## src/common/rsho_consts.vh

```
// Purpose: Shared constants of the reference switchover and holdover control.
// Assumes: One clock, the PLL feedback clock, at 50 MHz.
// Notes:   Offsets are register-map byte addresses on the serial port.
`ifndef RSHO_CONSTS_VH
`define RSHO_CONSTS_VH

// Register offsets.
`define RSHO_ADDR_VCO_CAL_CTRL  8'h0E
`define RSHO_ADDR_VCO_BAND_OVR  8'h10
`define RSHO_ADDR_SWO_MODE      8'h29

// Field positions.
`define RSHO_CAL_CMD_BIT        7
`define RSHO_CAL_SPI_EN_BIT     2
`define RSHO_BAND_SPI_EN_BIT    0
`define RSHO_MODE_HI            7
`define RSHO_MODE_LO            6

// Reset values.
`define RSHO_RST_CAL_CTRL       8'h00
`define RSHO_RST_BAND_OVR       8'h00
`define RSHO_RST_SWO_MODE       8'h00

// Switchover mode codes.
`define RSHO_MODE_REVERT        2'h0
`define RSHO_MODE_NONREVERT     2'h1
`define RSHO_MODE_MAN_PRI       2'h2
`define RSHO_MODE_MAN_SEC       2'h3

// Input selection codes.
`define RSHO_SEL_NONE           2'h0
`define RSHO_SEL_PRI            2'h1
`define RSHO_SEL_SEC            2'h2
`define RSHO_SEL_CRYSTAL_IN           2'h3

// Feedback divider limits.
`define RSHO_FBDIV_MIN          20'h00020
`define RSHO_FBDIV_LOW_BW       20'h04000

// Timing: calibration time in ns and detector window in ns at 20 ns per cycle.
`define RSHO_CLK_PERIOD_NS      20
`define RSHO_CAL_TIME_NS        40000
`define RSHO_CAL_CYCLES         ((`RSHO_CAL_TIME_NS) / (`RSHO_CLK_PERIOD_NS))
`define RSHO_DET_TIME_NS        2000
`define RSHO_DET_CYCLES         ((`RSHO_DET_TIME_NS) / (`RSHO_CLK_PERIOD_NS))

`endif

```

## src/core/rsho_presence_det.v

```verilog
// Purpose: Signal presence detector for one clock input.
// Assumes: Input is asynchronous to clk; clk is the PLL feedback clock.
// Notes:   Present means an edge was seen within the last detector window.
`timescale 1ns/1ps
`include "rsho_consts.vh"

module rsho_presence_det (
	// Clock and reset.
	input  wire clk,
	input  wire rst,
	// Monitored input and result.
	input  wire sig_in,
	output reg  present
);

	reg        sync_a;
	reg        sync_b;
	reg        last;
	reg [11:0] idle_cnt;

	// Two-stage synchroniser, then an edge reference stage.
	// It keeps tracking the pin during reset, so a pin idling high gives no false edge.
	always @(posedge clk) begin
		sync_a <= sig_in;
		sync_b <= sync_a;
		last   <= sync_b;
	end

	// Any edge restarts the window; a full window without one means absent.
	always @(posedge clk) begin
		if (rst) begin
			idle_cnt <= 12'h000;
			present  <= 1'b0;
		end else if (sync_b != last) begin
			idle_cnt <= 12'h000;
			present  <= 1'b1;
		end else if (idle_cnt == `RSHO_DET_CYCLES - 1) begin
			present  <= 1'b0;
		end else begin
			idle_cnt <= idle_cnt + 12'h001;
		end
	end

endmodule // rsho_presence_det

```

## src/core/rsho_ctrl.v

```verilog
// Purpose: Reference selection, holdover, VCO calibration and divider control.
// Assumes: clk is the PLL feedback clock; register port is the serial controller's side.
// Notes:   Contract
`timescale 1ns/1ps
`include "rsho_consts.vh"

module rsho_ctrl (
	// Clock and reset.
	input  wire        clk,
	input  wire        rst,
	// Reference pins.
	input  wire        primary_ref_in,
	input  wire        secondary_ref_in,
	input  wire        crystal_in,
	input  wire        force_secondary_pin,
	// Register port.
	input  wire [7:0]  reg_addr,
	input  wire [7:0]  reg_wdata,
	input  wire        reg_wr,
	input  wire        reg_rd,
	output reg  [7:0]  reg_rdata,
	// Pin-decoder function bits.
	input  wire [6:0]  pin_vco_band,
	input  wire [6:0]  cal_band_result,
	input  wire [19:0] fb_div_in,
	input  wire        pri_div5_en,
	input  wire        pri_dbl_en,
	input  wire        sec_div5_en,
	input  wire        sec_dbl_en,
	// Status and control outputs.
	output reg  [1:0]  input_sel,
	output reg         holdover,
	output reg         pri_present,
	output reg         sec_present,
	output reg         crystal_in_present,
	output reg         cal_busy,
	output wire        outputs_static,
	output wire [6:0]  vco_band,
	output reg  [19:0] fb_div,
	output reg         fb_div_rejected,
	output reg         loop_filter_low_bw,
	output reg         path_div5,
	output reg         path_dbl
);

	localparam ST_CAL_IDLE = 1'b0;
	localparam ST_CAL_RUN  = 1'b1;

	wire        det_pri;
	wire        det_sec;
	wire        det_crystal_in;
	reg  [7:0]  cal_ctrl;
	reg  [7:0]  band_ovr;
	reg  [7:0]  swo_mode;
	reg  [6:0]  cal_band;
	reg         cal_state;
	reg  [11:0] cal_cnt;
	reg  [1:0]  next_sel;
	wire [1:0]  mode;
	wire        cal_cmd;

	assign mode = swo_mode[`RSHO_MODE_HI:`RSHO_MODE_LO];

	// One detector per input, all sampled on the feedback clock.
	rsho_presence_det u_det_pri (
		.clk     (clk),
		.rst     (rst),
		.sig_in  (primary_ref_in),
		.present (det_pri)
	);
	rsho_presence_det u_det_sec (
		.clk     (clk),
		.rst     (rst),
		.sig_in  (secondary_ref_in),
		.present (det_sec)
	);
	rsho_presence_det u_det_crystal_in (
		.clk     (clk),
		.rst     (rst),
		.sig_in  (crystal_in),
		.present (det_crystal_in)
	);

	// Calibration command counts only when calibration control is already enabled.
	assign cal_cmd = reg_wr && (reg_addr == `RSHO_ADDR_VCO_CAL_CTRL)
		&& reg_wdata[`RSHO_CAL_CMD_BIT] && cal_ctrl[`RSHO_CAL_SPI_EN_BIT];

	// Register writes; the command bit is never stored.
	always @(posedge clk) begin
		if (rst) begin
			cal_ctrl <= `RSHO_RST_CAL_CTRL;
			band_ovr <= `RSHO_RST_BAND_OVR;
			swo_mode <= `RSHO_RST_SWO_MODE;
		end else if (reg_wr) begin
			case (reg_addr)
				`RSHO_ADDR_VCO_CAL_CTRL: begin
					cal_ctrl <= {1'b0, reg_wdata[6:0]};
				end
				`RSHO_ADDR_VCO_BAND_OVR: begin
					band_ovr <= reg_wdata;
				end
				`RSHO_ADDR_SWO_MODE: begin
					swo_mode <= reg_wdata;
				end
				default: begin
					cal_ctrl <= cal_ctrl;
				end
			endcase
		end
	end

	// Register reads; calibration progress shows in the command bit.
	always @(posedge clk) begin
		if (rst) begin
			reg_rdata <= 8'h00;
		end else if (reg_rd) begin
			case (reg_addr)
				`RSHO_ADDR_VCO_CAL_CTRL: reg_rdata <= {cal_busy, cal_ctrl[6:0]};
				`RSHO_ADDR_VCO_BAND_OVR: reg_rdata <= band_ovr;
				`RSHO_ADDR_SWO_MODE:     reg_rdata <= swo_mode;
				default:                 reg_rdata <= 8'h00;
			endcase
		end
	end

	// Calibration sequencer: starts at reset, or on a command, runs a fixed time.
	always @(posedge clk) begin
		if (rst) begin
			cal_state <= ST_CAL_RUN;
			cal_cnt   <= 12'h000;
			cal_busy  <= 1'b1;
			cal_band  <= 7'h00;
		end else begin
			case (cal_state)
				ST_CAL_IDLE: begin
					if (cal_cmd) begin
						cal_state <= ST_CAL_RUN;
						cal_cnt   <= 12'h000;
						cal_busy  <= 1'b1;
					end
				end
				ST_CAL_RUN: begin
					if (cal_cnt == `RSHO_CAL_CYCLES - 1) begin
						cal_state <= ST_CAL_IDLE;
						cal_busy  <= 1'b0;
						cal_band  <= cal_band_result;
					end else begin
						cal_cnt <= cal_cnt + 12'h001;
					end
				end
				default: begin
					cal_state <= ST_CAL_IDLE;
				end
			endcase
		end
	end

	// Drivers stay at a dc level for the whole calibration.
	assign outputs_static = cal_busy;

	// Band mux switches the instant the band enable in calibration control is set.
	assign vco_band = cal_ctrl[`RSHO_BAND_SPI_EN_BIT] ? band_ovr[7:1] : cal_band;

	// Next input selection from presence, mode and the force pin.
	always @* begin
		next_sel = `RSHO_SEL_NONE;
		case (mode)
			`RSHO_MODE_REVERT: begin
				if (force_secondary_pin && det_sec)
					next_sel = `RSHO_SEL_SEC;
				else if (det_pri)
					next_sel = `RSHO_SEL_PRI;
				else if (det_sec)
					next_sel = `RSHO_SEL_SEC;
				else if (det_crystal_in)
					next_sel = `RSHO_SEL_CRYSTAL_IN;
			end
			`RSHO_MODE_NONREVERT: begin
				if (force_secondary_pin && det_sec)
					next_sel = `RSHO_SEL_SEC;
				else if (input_sel == `RSHO_SEL_SEC && det_sec)
					next_sel = `RSHO_SEL_SEC;
				else if (det_pri)
					next_sel = `RSHO_SEL_PRI;
				else if (det_sec)
					next_sel = `RSHO_SEL_SEC;
				else if (det_crystal_in)
					next_sel = `RSHO_SEL_CRYSTAL_IN;
			end
			`RSHO_MODE_MAN_PRI: begin
				if (force_secondary_pin && det_sec)
					next_sel = `RSHO_SEL_SEC;
				else if (det_pri)
					next_sel = `RSHO_SEL_PRI;
			end
			`RSHO_MODE_MAN_SEC: begin
				if (det_sec)
					next_sel = `RSHO_SEL_SEC;
			end
			default: begin
				next_sel = `RSHO_SEL_NONE;
			end
		endcase
	end

	// Registered selection and detector status, so the mux switches cleanly.
	always @(posedge clk) begin
		if (rst) begin
			input_sel    <= `RSHO_SEL_NONE;
			holdover     <= 1'b0;
			pri_present  <= 1'b0;
			sec_present  <= 1'b0;
			crystal_in_present <= 1'b0;
		end else begin
			input_sel    <= next_sel;
			holdover     <= (next_sel == `RSHO_SEL_CRYSTAL_IN);
			pri_present  <= det_pri;
			sec_present  <= det_sec;
			crystal_in_present <= det_crystal_in;
		end
	end

	// Feedback divider: values below the floor are refused and the old one kept.
	always @(posedge clk) begin
		if (rst) begin
			fb_div             <= `RSHO_FBDIV_MIN;
			fb_div_rejected    <= 1'b0;
			loop_filter_low_bw <= 1'b0;
		end else begin
			fb_div_rejected <= (fb_div_in < `RSHO_FBDIV_MIN);
			if (fb_div_in >= `RSHO_FBDIV_MIN) begin
				fb_div             <= fb_div_in;
				loop_filter_low_bw <= (fb_div_in >= `RSHO_FBDIV_LOW_BW);
			end
		end
	end

	// Prescaler and doubler settings of the path now feeding the phase detector.
	always @(posedge clk) begin
		if (rst) begin
			path_div5 <= 1'b0;
			path_dbl  <= 1'b0;
		end else if (next_sel == `RSHO_SEL_PRI) begin
			path_div5 <= pri_div5_en;
			path_dbl  <= pri_dbl_en;
		end else if (next_sel == `RSHO_SEL_SEC) begin
			path_div5 <= sec_div5_en;
			path_dbl  <= sec_dbl_en;
		end else begin
			path_div5 <= 1'b0;
			path_dbl  <= 1'b0;
		end
	end

endmodule // rsho_ctrl

```

## config.mk

```make
export PLATFORM = sky130hd
export DESIGN_NAME = rsho_ctrl
export DESIGN_NICKNAME = d
export VERILOG_FILES = /design/src/core/rsho_presence_det.v /design/src/core/rsho_ctrl.v
export VERILOG_INCLUDE_DIRS = /design/src /design/src/common
export SDC_FILE = /design/constraint.sdc
export NUM_CORES = 1
export LEC_CHECK = 0
export BUFFER_PORTS_ARGS = -buffer_cell sky130_fd_sc_hd__buf_2
export CAP_MARGIN = 25
export CELL_PAD_IN_SITES_DETAIL_PLACEMENT = 1
export CELL_PAD_IN_SITES_GLOBAL_PLACEMENT = 1
export CORE_MARGIN = 1.5
export CORE_UTILIZATION = 37
export DETAILED_ROUTE_END_ITERATION = 12
export PLACE_DENSITY_LB_ADDON = 0.1
export SLEW_MARGIN = 15
export SYNTH_ARGS = -nofsm -noshare
export SYNTH_HDL_FRONTEND = slang
export SYNTH_SLANG_ARGS = --single-unit
```

## constraint.sdc

```tcl
create_clock -name clk -period 1.8 [get_ports clk]
set_clock_uncertainty 0.1 [all_clocks]
set_input_delay 0.18 -clock clk [delete_from_list [all_inputs] [get_ports clk]]
set_output_delay 0.18 -clock clk [all_outputs]
set_load 0.02 [all_outputs]
```

==> results of run 1 <==
-- worst max path at each step --
stage | to | cells after the start | from | slack (ps)
after detailed placement | cal_band[0] | 5 | cal_cnt[0] | 90
after floorplan | cal_cnt[4] | 7 | cal_cnt[0] | 80
after global routing | u_det_pri.idle_cnt[9] | 5 | u_det_pri.idle_cnt[0] | -30
after global placement | cal_cnt[4] | 5 | cal_cnt[0] | 130
final | fb_div[4] | 7 | fb_div_in[9] | 70
after CTS | cal_busy | 6 | cal_cnt[0] | 60
-- flip-flops by register name (all words and copies together), names as in the netlist, 2 cells and up --
register,cells
band_ovr,8
cal_cnt,12
u_det_pri.idle_cnt,12
input_sel,2
u_det_crystal_in.idle_cnt,12
reg_rdata,8
swo_mode,8
u_det_sec.idle_cnt,12
fb_div,20
cal_band,7
cal_ctrl,7
-- metrics by stage --
stage          setup WS, ps  cell area, µm²  cells
2_1_floorplan          83.7            5410    589
3_3_place_gp            126            6120    859
3_5_place_dp           88.3            6120    859
4_1_cts                62.7            7080    932
5_1_grt               -30.4            7090    932
6_report               68.9            7090    932
-- worst max-delay path: stages --
cell	delay [ps]
dlygate4sd3_1	560
buf_2	150
nor4_2	320
and3_1	270
buf_4	180
nand3_1	120
a21oi_1	190
-- Yosys cell counts, types with 3 or more instances --
cell type	number
a21oi_1	38
a22o_1	8
a22oi_1	8
a31oi_1	15
and3_1	6
and4_1	4
and4b_1	3
buf_2	5
buf_4	5
buf_6	3
clkbuf_1	16
dfxtp_1	130
ha_1	4
inv_1	9
mux2_2	7
mux2i_1	19
nand2_1	31
nand2b_1	11
nand3_1	46
nand4_1	10
nor2_1	73
nor2b_1	10
nor3_1	13
nor4_1	13
o21ai_0	22
o2bb2ai_1	8
or2_2	3
or3_1	6
xnor2_1	22
xor2_1	7
-- what timing repair did --
item / 4_1_cts / 5_1_grt
endpoints found under the setup margin: 7 / 24
endpoints found under the hold margin: 55 / 0
hold buffers: 42 / 0
gates resized for setup: 1 / 3
-- area by class of cell --
type / instances / area share
Multi-Input combinational cell: 420 / 0.369
Sequential cell: 130 / 0.367
Timing Repair Buffer: 162 / 0.151
Clock buffer: 25 / 0.0685
Tap cell: 180 / 0.0318
Clock inverter: 6 / 0.00777
Inverter: 9 / 0.00477
-- power groups by stage --
stage               sequential [mW]  clock, mW  combinational [mW]
floorplan                      3.10          0               0.172
global placement               3.06          0               0.385
detailed placement             3.06          0               0.395
CTS                            3.00       3.25               0.469
global route                   3.01       3.37               0.517
finish                         3.00       3.18               0.476
-- cells by family after synthesis --
kind of cell    after synthesis  synth area share
simple gates                245             0.240
flops                       130             0.481
compound gates              116             0.136
buf+inv                      39            0.0359
xor+xnor                     29            0.0470
mux                          26            0.0498
fa+ha+maj                     4           0.00926
-- layout by cell type, fill, tap and decap left out, types with 15 or more instances in the layout --
cell	Yosys	final
dlygate4sd3_1	0	42
nand3_1	46	46
mux2i_1	19	19
buf_2	5	101
buf_4	5	19
clkbuf_16	0	17
o21ai_0	22	21
a31oi_1	15	15
nand2_1	31	31
nor2_1	73	73
xnor2_1	22	22
a21oi_1	38	38
dfxtp_1	130	129
-- layer usage --
layer	vias up	GRT usage	part of all wire
met3	28	0.0563	0.039
met4	0	0.0891	0.023
met1	2460	0.242	0.44
met2	110	0.362	0.50
li1	2415	-	-
met5	-	0	0
==> metrics, run 1 <==
status finished, final reports clean; Core ar. between 10,000 and 15,000 µm²; first-pass detailed-route iteration total 5; # rows 43; Highest Clock Rate roughly 580 MHz; period utilization 0.962; Leak just under 3 nW; async set or reset register ratio after synthesis 0; first-pass GRT wire length 24.5 mm; Reg area about 2600 µm²; final wirelength 15.7 mm; Fin Hold WS 58.2 ps; DPL Wire Length 10.4 mm; WS Path Type in -> reg; Primary FF master, synth dfxtp_1; Multi-input gate area about 2600 µm²; clock group share of total power 0.478; Die X about 120 µm; Worst Hold End band_ovr[2]; worst r2r src cal_cnt[0]; # port buffers a little over 100; fillers around 1,600; Pwr Total ~6.7 mW; RSZ-0062 raised after global routing yes; area of the mapped netlist ~5400 µm²; clk slew on worst S/H paths 50 ps; P&R area growth vs syn 31.1%; io pins between 100 and 150; worst-margin pin slew approximately 530 ps; FF-to-FF setup slack roughly 100 ps; Mapped Nets roughly 660; Avg Inst Size Synth approximately 9 µm²; initial antenna violation count 0; Reg2Reg Depth 6; wire length per cell ~17 µm; sw frac 0.226; gpl congestion roughly 0.77; DRT iter0 DRCs 215; Ys Warns 0; GRT Util Overall 0.209; register area share after synthesis 0.481; Max clock buf depth 2; grt ovf 0; combinational power share 0.071; top-area cell type share of the netlist area 0.481; Post-synth EDFFs 0; Mapped Cells a little under 600; largest net degree at the start of global routing 26; postcts setup bufs 0; hold depth 3; Post-Route Utilization 0.503; CP Launch Type input port; Hold Path Class in -> reg; hold_sp reg_wr; Critical Path RT 2040 ps; vias in the first global route 5,098; Critical Path AT 1970 ps; cell taking the most area after synthesis dfxtp_1; Clock Sinks between 100 and 150; critical path peak fanout 8; Unique masters post-synth 55; Switch Pwr ~1.5 mW; diodes inserted 0; P_int just over 5 mW; Num CTS Buffers 17; CTS tree yes; terminus of the critical flop-to-flop path cal_busy; H-tree depth 4; Final ANT Viol Nets 0; Nets a little over 800; clk_lat worst skew ~420 ps; Hold Violations, Final 0; vias after detailed routing around 5,000; Final TNS setup 0 ps; Slew headroom 0.645; crit end category flip-flop; Max Cap Viol 0; post-synthesis register bit count 130; cells taking the most area after synthesis dfxtp_1 (48%), nor2_1 (5.1%), nand3_1 (4.3%); max-slew violation total from the final report 0; Min Clock Period, post-route approximately 1700 ps; Flop pwr share 0.451; Root Driver clkbuf_16; Worst VDD drop about 620 µV; PD cells 940 nW/µm²; layout cells sized above 1 0.225; DRC errors left 0; vias per inst about 5.4; endpoints failing setup 0; die area 15,300 µm²; initial core utilization 0.383; Die Ht between 100 and 150 µm
Power figures use the tool's default switching activity.
==> run 2, diff against run 1 <==
- ABC_AREA: default -> 1
- CORE_UTILIZATION: 37 -> 35
==> run 2 against run 1 <==
- register-to-register slack better by 20 ps
- critical path type is now reg -> out
- sequential power barely moved
- routed wire length is 11% higher
- non-clock buffer count rose by 11
- hold slack worse by 9.7 ps
- area after synthesis rose by 2.8%
- clock power grew 3%
- largest power group unchanged
- combinational power increased by 12%
- maximum frequency increased by 1.2%
- flip-flop and latch count unchanged
==> metrics, run 2 <==
status finished, final reports clean; Clock Sinks 130; Worst Setup SP cal_ctrl[0]; vias per inst around 4.9; post-synthesis register bit count 130; fillers 1,979; top-count cell post-synth nand2_1; Worst Path Buf+Inv 2; Mapped Cells slightly below 800; Max stage delay on crit path slightly above 400 ps; Multi-input gate area around 2600 µm²; DRC errors left 0; global routing's busiest layer met2; vias after detailed routing approximately 5,700; grt ovf 0; endpoints failing setup 0; clk_lat worst skew between 400 and 500 ps; critical path peak fanout 8; postcts setup bufs 0; Final ANT Viol Nets 0; combinational power share 0.079; Slew headroom 0.690; crit end category output pin; Die Ht between 100 and 150 µm; Max clock buf depth 2; hold_sp reg_wdata[7]; Hold Path Class in -> reg; Reg with most FFs fb_div; Ys Warns 0; initial core utilization 0.362; max reg flops 20; grt met3 use 0.0487; Primary FF master, synth dfxtp_1; cells taking the most area after synthesis dfxtp_1 (47%), nand2_1 (9.2%), nor2_1 (7.8%); Highest Clock Rate a little under 600 MHz; Critical Path RT 1520 ps; commonest non-fill, non-tap cell in the layout nand2_1; placed insts roughly 1,100; gpl congestion roughly 0.83; CP delay by family, top flip-flops; Hold Violations, Final 0; layout cells sized above 1 0.192; most frequent cells in the layout nand2_1 (135), dfxtp_1 (128), nor2_1 (115); Leak approximately 3.1 nW; Avg Inst Size Synth 7.17 µm²; # rows 45; initial antenna violation count 0; Nets about 1,000; GRT Util Overall 0.215; P&R area growth vs syn 34.5%; worst-path cell chain clkinvlp_4 -> o21ai_1 -> buf_2; Core ar. ~15,000 µm²; Final TNS setup 0 ps; PD cells 909 nW/µm²; first-pass GRT wire length 28.2 mm; met2 usage 0.388; most frequent cells after synthesis nand2_1 (136), dfxtp_1 (130), nor2_1 (116), inv_1 (83), nand3_1 (83); Switch Pwr around 1.6 mW; register area share after synthesis 0.468; H-tree depth 4; clk slew on worst S/H paths about 60 ps; Worst VDD drop approximately 690 µV; CP Launch Type flip-flop; period utilization 0.950; clock group share of total power 0.480; grt met1 use 0.251; Root Driver clkbuf_16; worst r2r src cal_cnt[0]; Post-synth EDFFs 0; async set or reset register ratio after synthesis 0; Num CTS Buffers 17; Post-Layout Cell Count between 1,000 and 1,500; RSZ-0062 raised after global routing no; top-area cell type share of the netlist area 0.468; Crit-path slowest cell dfxtp_2; # port buffers ~100; DRT iter0 DRCs 282; vias in the first global route slightly below 6,000; Unique masters post-synth 32; WS Path Type reg -> out; wire length per cell ~15 µm; Max Cap Viol 0; first-pass detailed-route iteration total 5; area of the mapped netlist ~5600 µm²; io pins roughly 110; Die X 129 µm; final wirelength between 15 and 20 mm; sw frac 0.239; Reg area roughly 2600 µm²; worst-margin pin slew 465 ps; Fin Hold WS between 40 and 50 ps; Critical Path AT approximately 1400 ps; largest net degree at the start of global routing 28; Flop pwr share 0.442; Min Clock Period, post-route 1710 ps; max-slew violation total from the final report 0; CTS tree yes; P_int roughly 5.2 mW; cell taking the most area after synthesis dfxtp_1; Mapped Nets between 800 and 900; die area roughly 17,000 µm²; DPL Wire Length 12.2 mm
## run 2: path summary, 6_finish.rpt
kind,to,slack [ps],depth (start not counted)
max,vco_band[5],90,3
min,band_ovr[7],50,3
max reg2reg,cal_cnt[6],120,8
min reg2reg,u_det_pri.sync_b,230,0
## run 2: area by class of cell
type | instances | share of cell area
antenna | 1 | 0.000335
clock buffer | 18 | 0.0574
clock inverter | 13 | 0.0161
inverter | 84 | 0.0427
multi-input combinational | 537 | 0.344
sequential | 130 | 0.348
tap | 211 | 0.0353
timing repair buffer | 173 | 0.154
timing repair inverter | 1 | 0.00100
## run 2: routing by layer
layer  up-vias  share of wire
met5         -              0
met2        81           0.51
met4         0          0.016
met1      2746           0.45
li1       2871              -
met3        20          0.031
## run 2: worst min-delay path, delay by kind of cell
kind	cells	cell delay [ps]
AO/OA/AOI/OAI	2	210
buffers and inverters	1	130
## run 2: cell families after synthesis
logic type                 after synthesis  synth area share
AOI/OAI and AO/OA                      132             0.119
xor gates and xnor gates                12            0.0189
adders and majority gates                4           0.00900
buffers and inverters                  108            0.0763
DFF                                    130             0.468
and+or+nand+nor                        389             0.309
## run 2: repair_timing
item                       in CTS  in global routing
hold endpoints to repair       56                  0
hold buffers                   43                  0
gates cloned                    0                  1
gates resized for setup         1                 15
pin swaps                       0                  2
setup endpoints to repair       1                 30
## run 2: metrics by stage
step                instance area (µm²)  setup WS [ps]  total power, mW  utilization
floorplan                          5560            160             3.30            -
global placement                   6440            210             3.50        0.419
detailed placement                 6440           71.9             3.52        0.419
CTS                                7420           24.9             6.86        0.483
global route                       7470           8.53             7.03        0.486
finish                             7480           89.4             6.80        0.486
## run 2: power groups by stage
stage | sequential, mW | clock, mW | combinational [mW]
6_report | 3.00 | 3.26 | 0.534
5_1_grt | 3.01 | 3.43 | 0.592
4_1_cts | 3.00 | 3.33 | 0.532
3_5_place_dp | 3.06 | 0 | 0.453
3_3_place_gp | 3.06 | 0 | 0.437
2_1_floorplan | 3.11 | 0 | 0.196
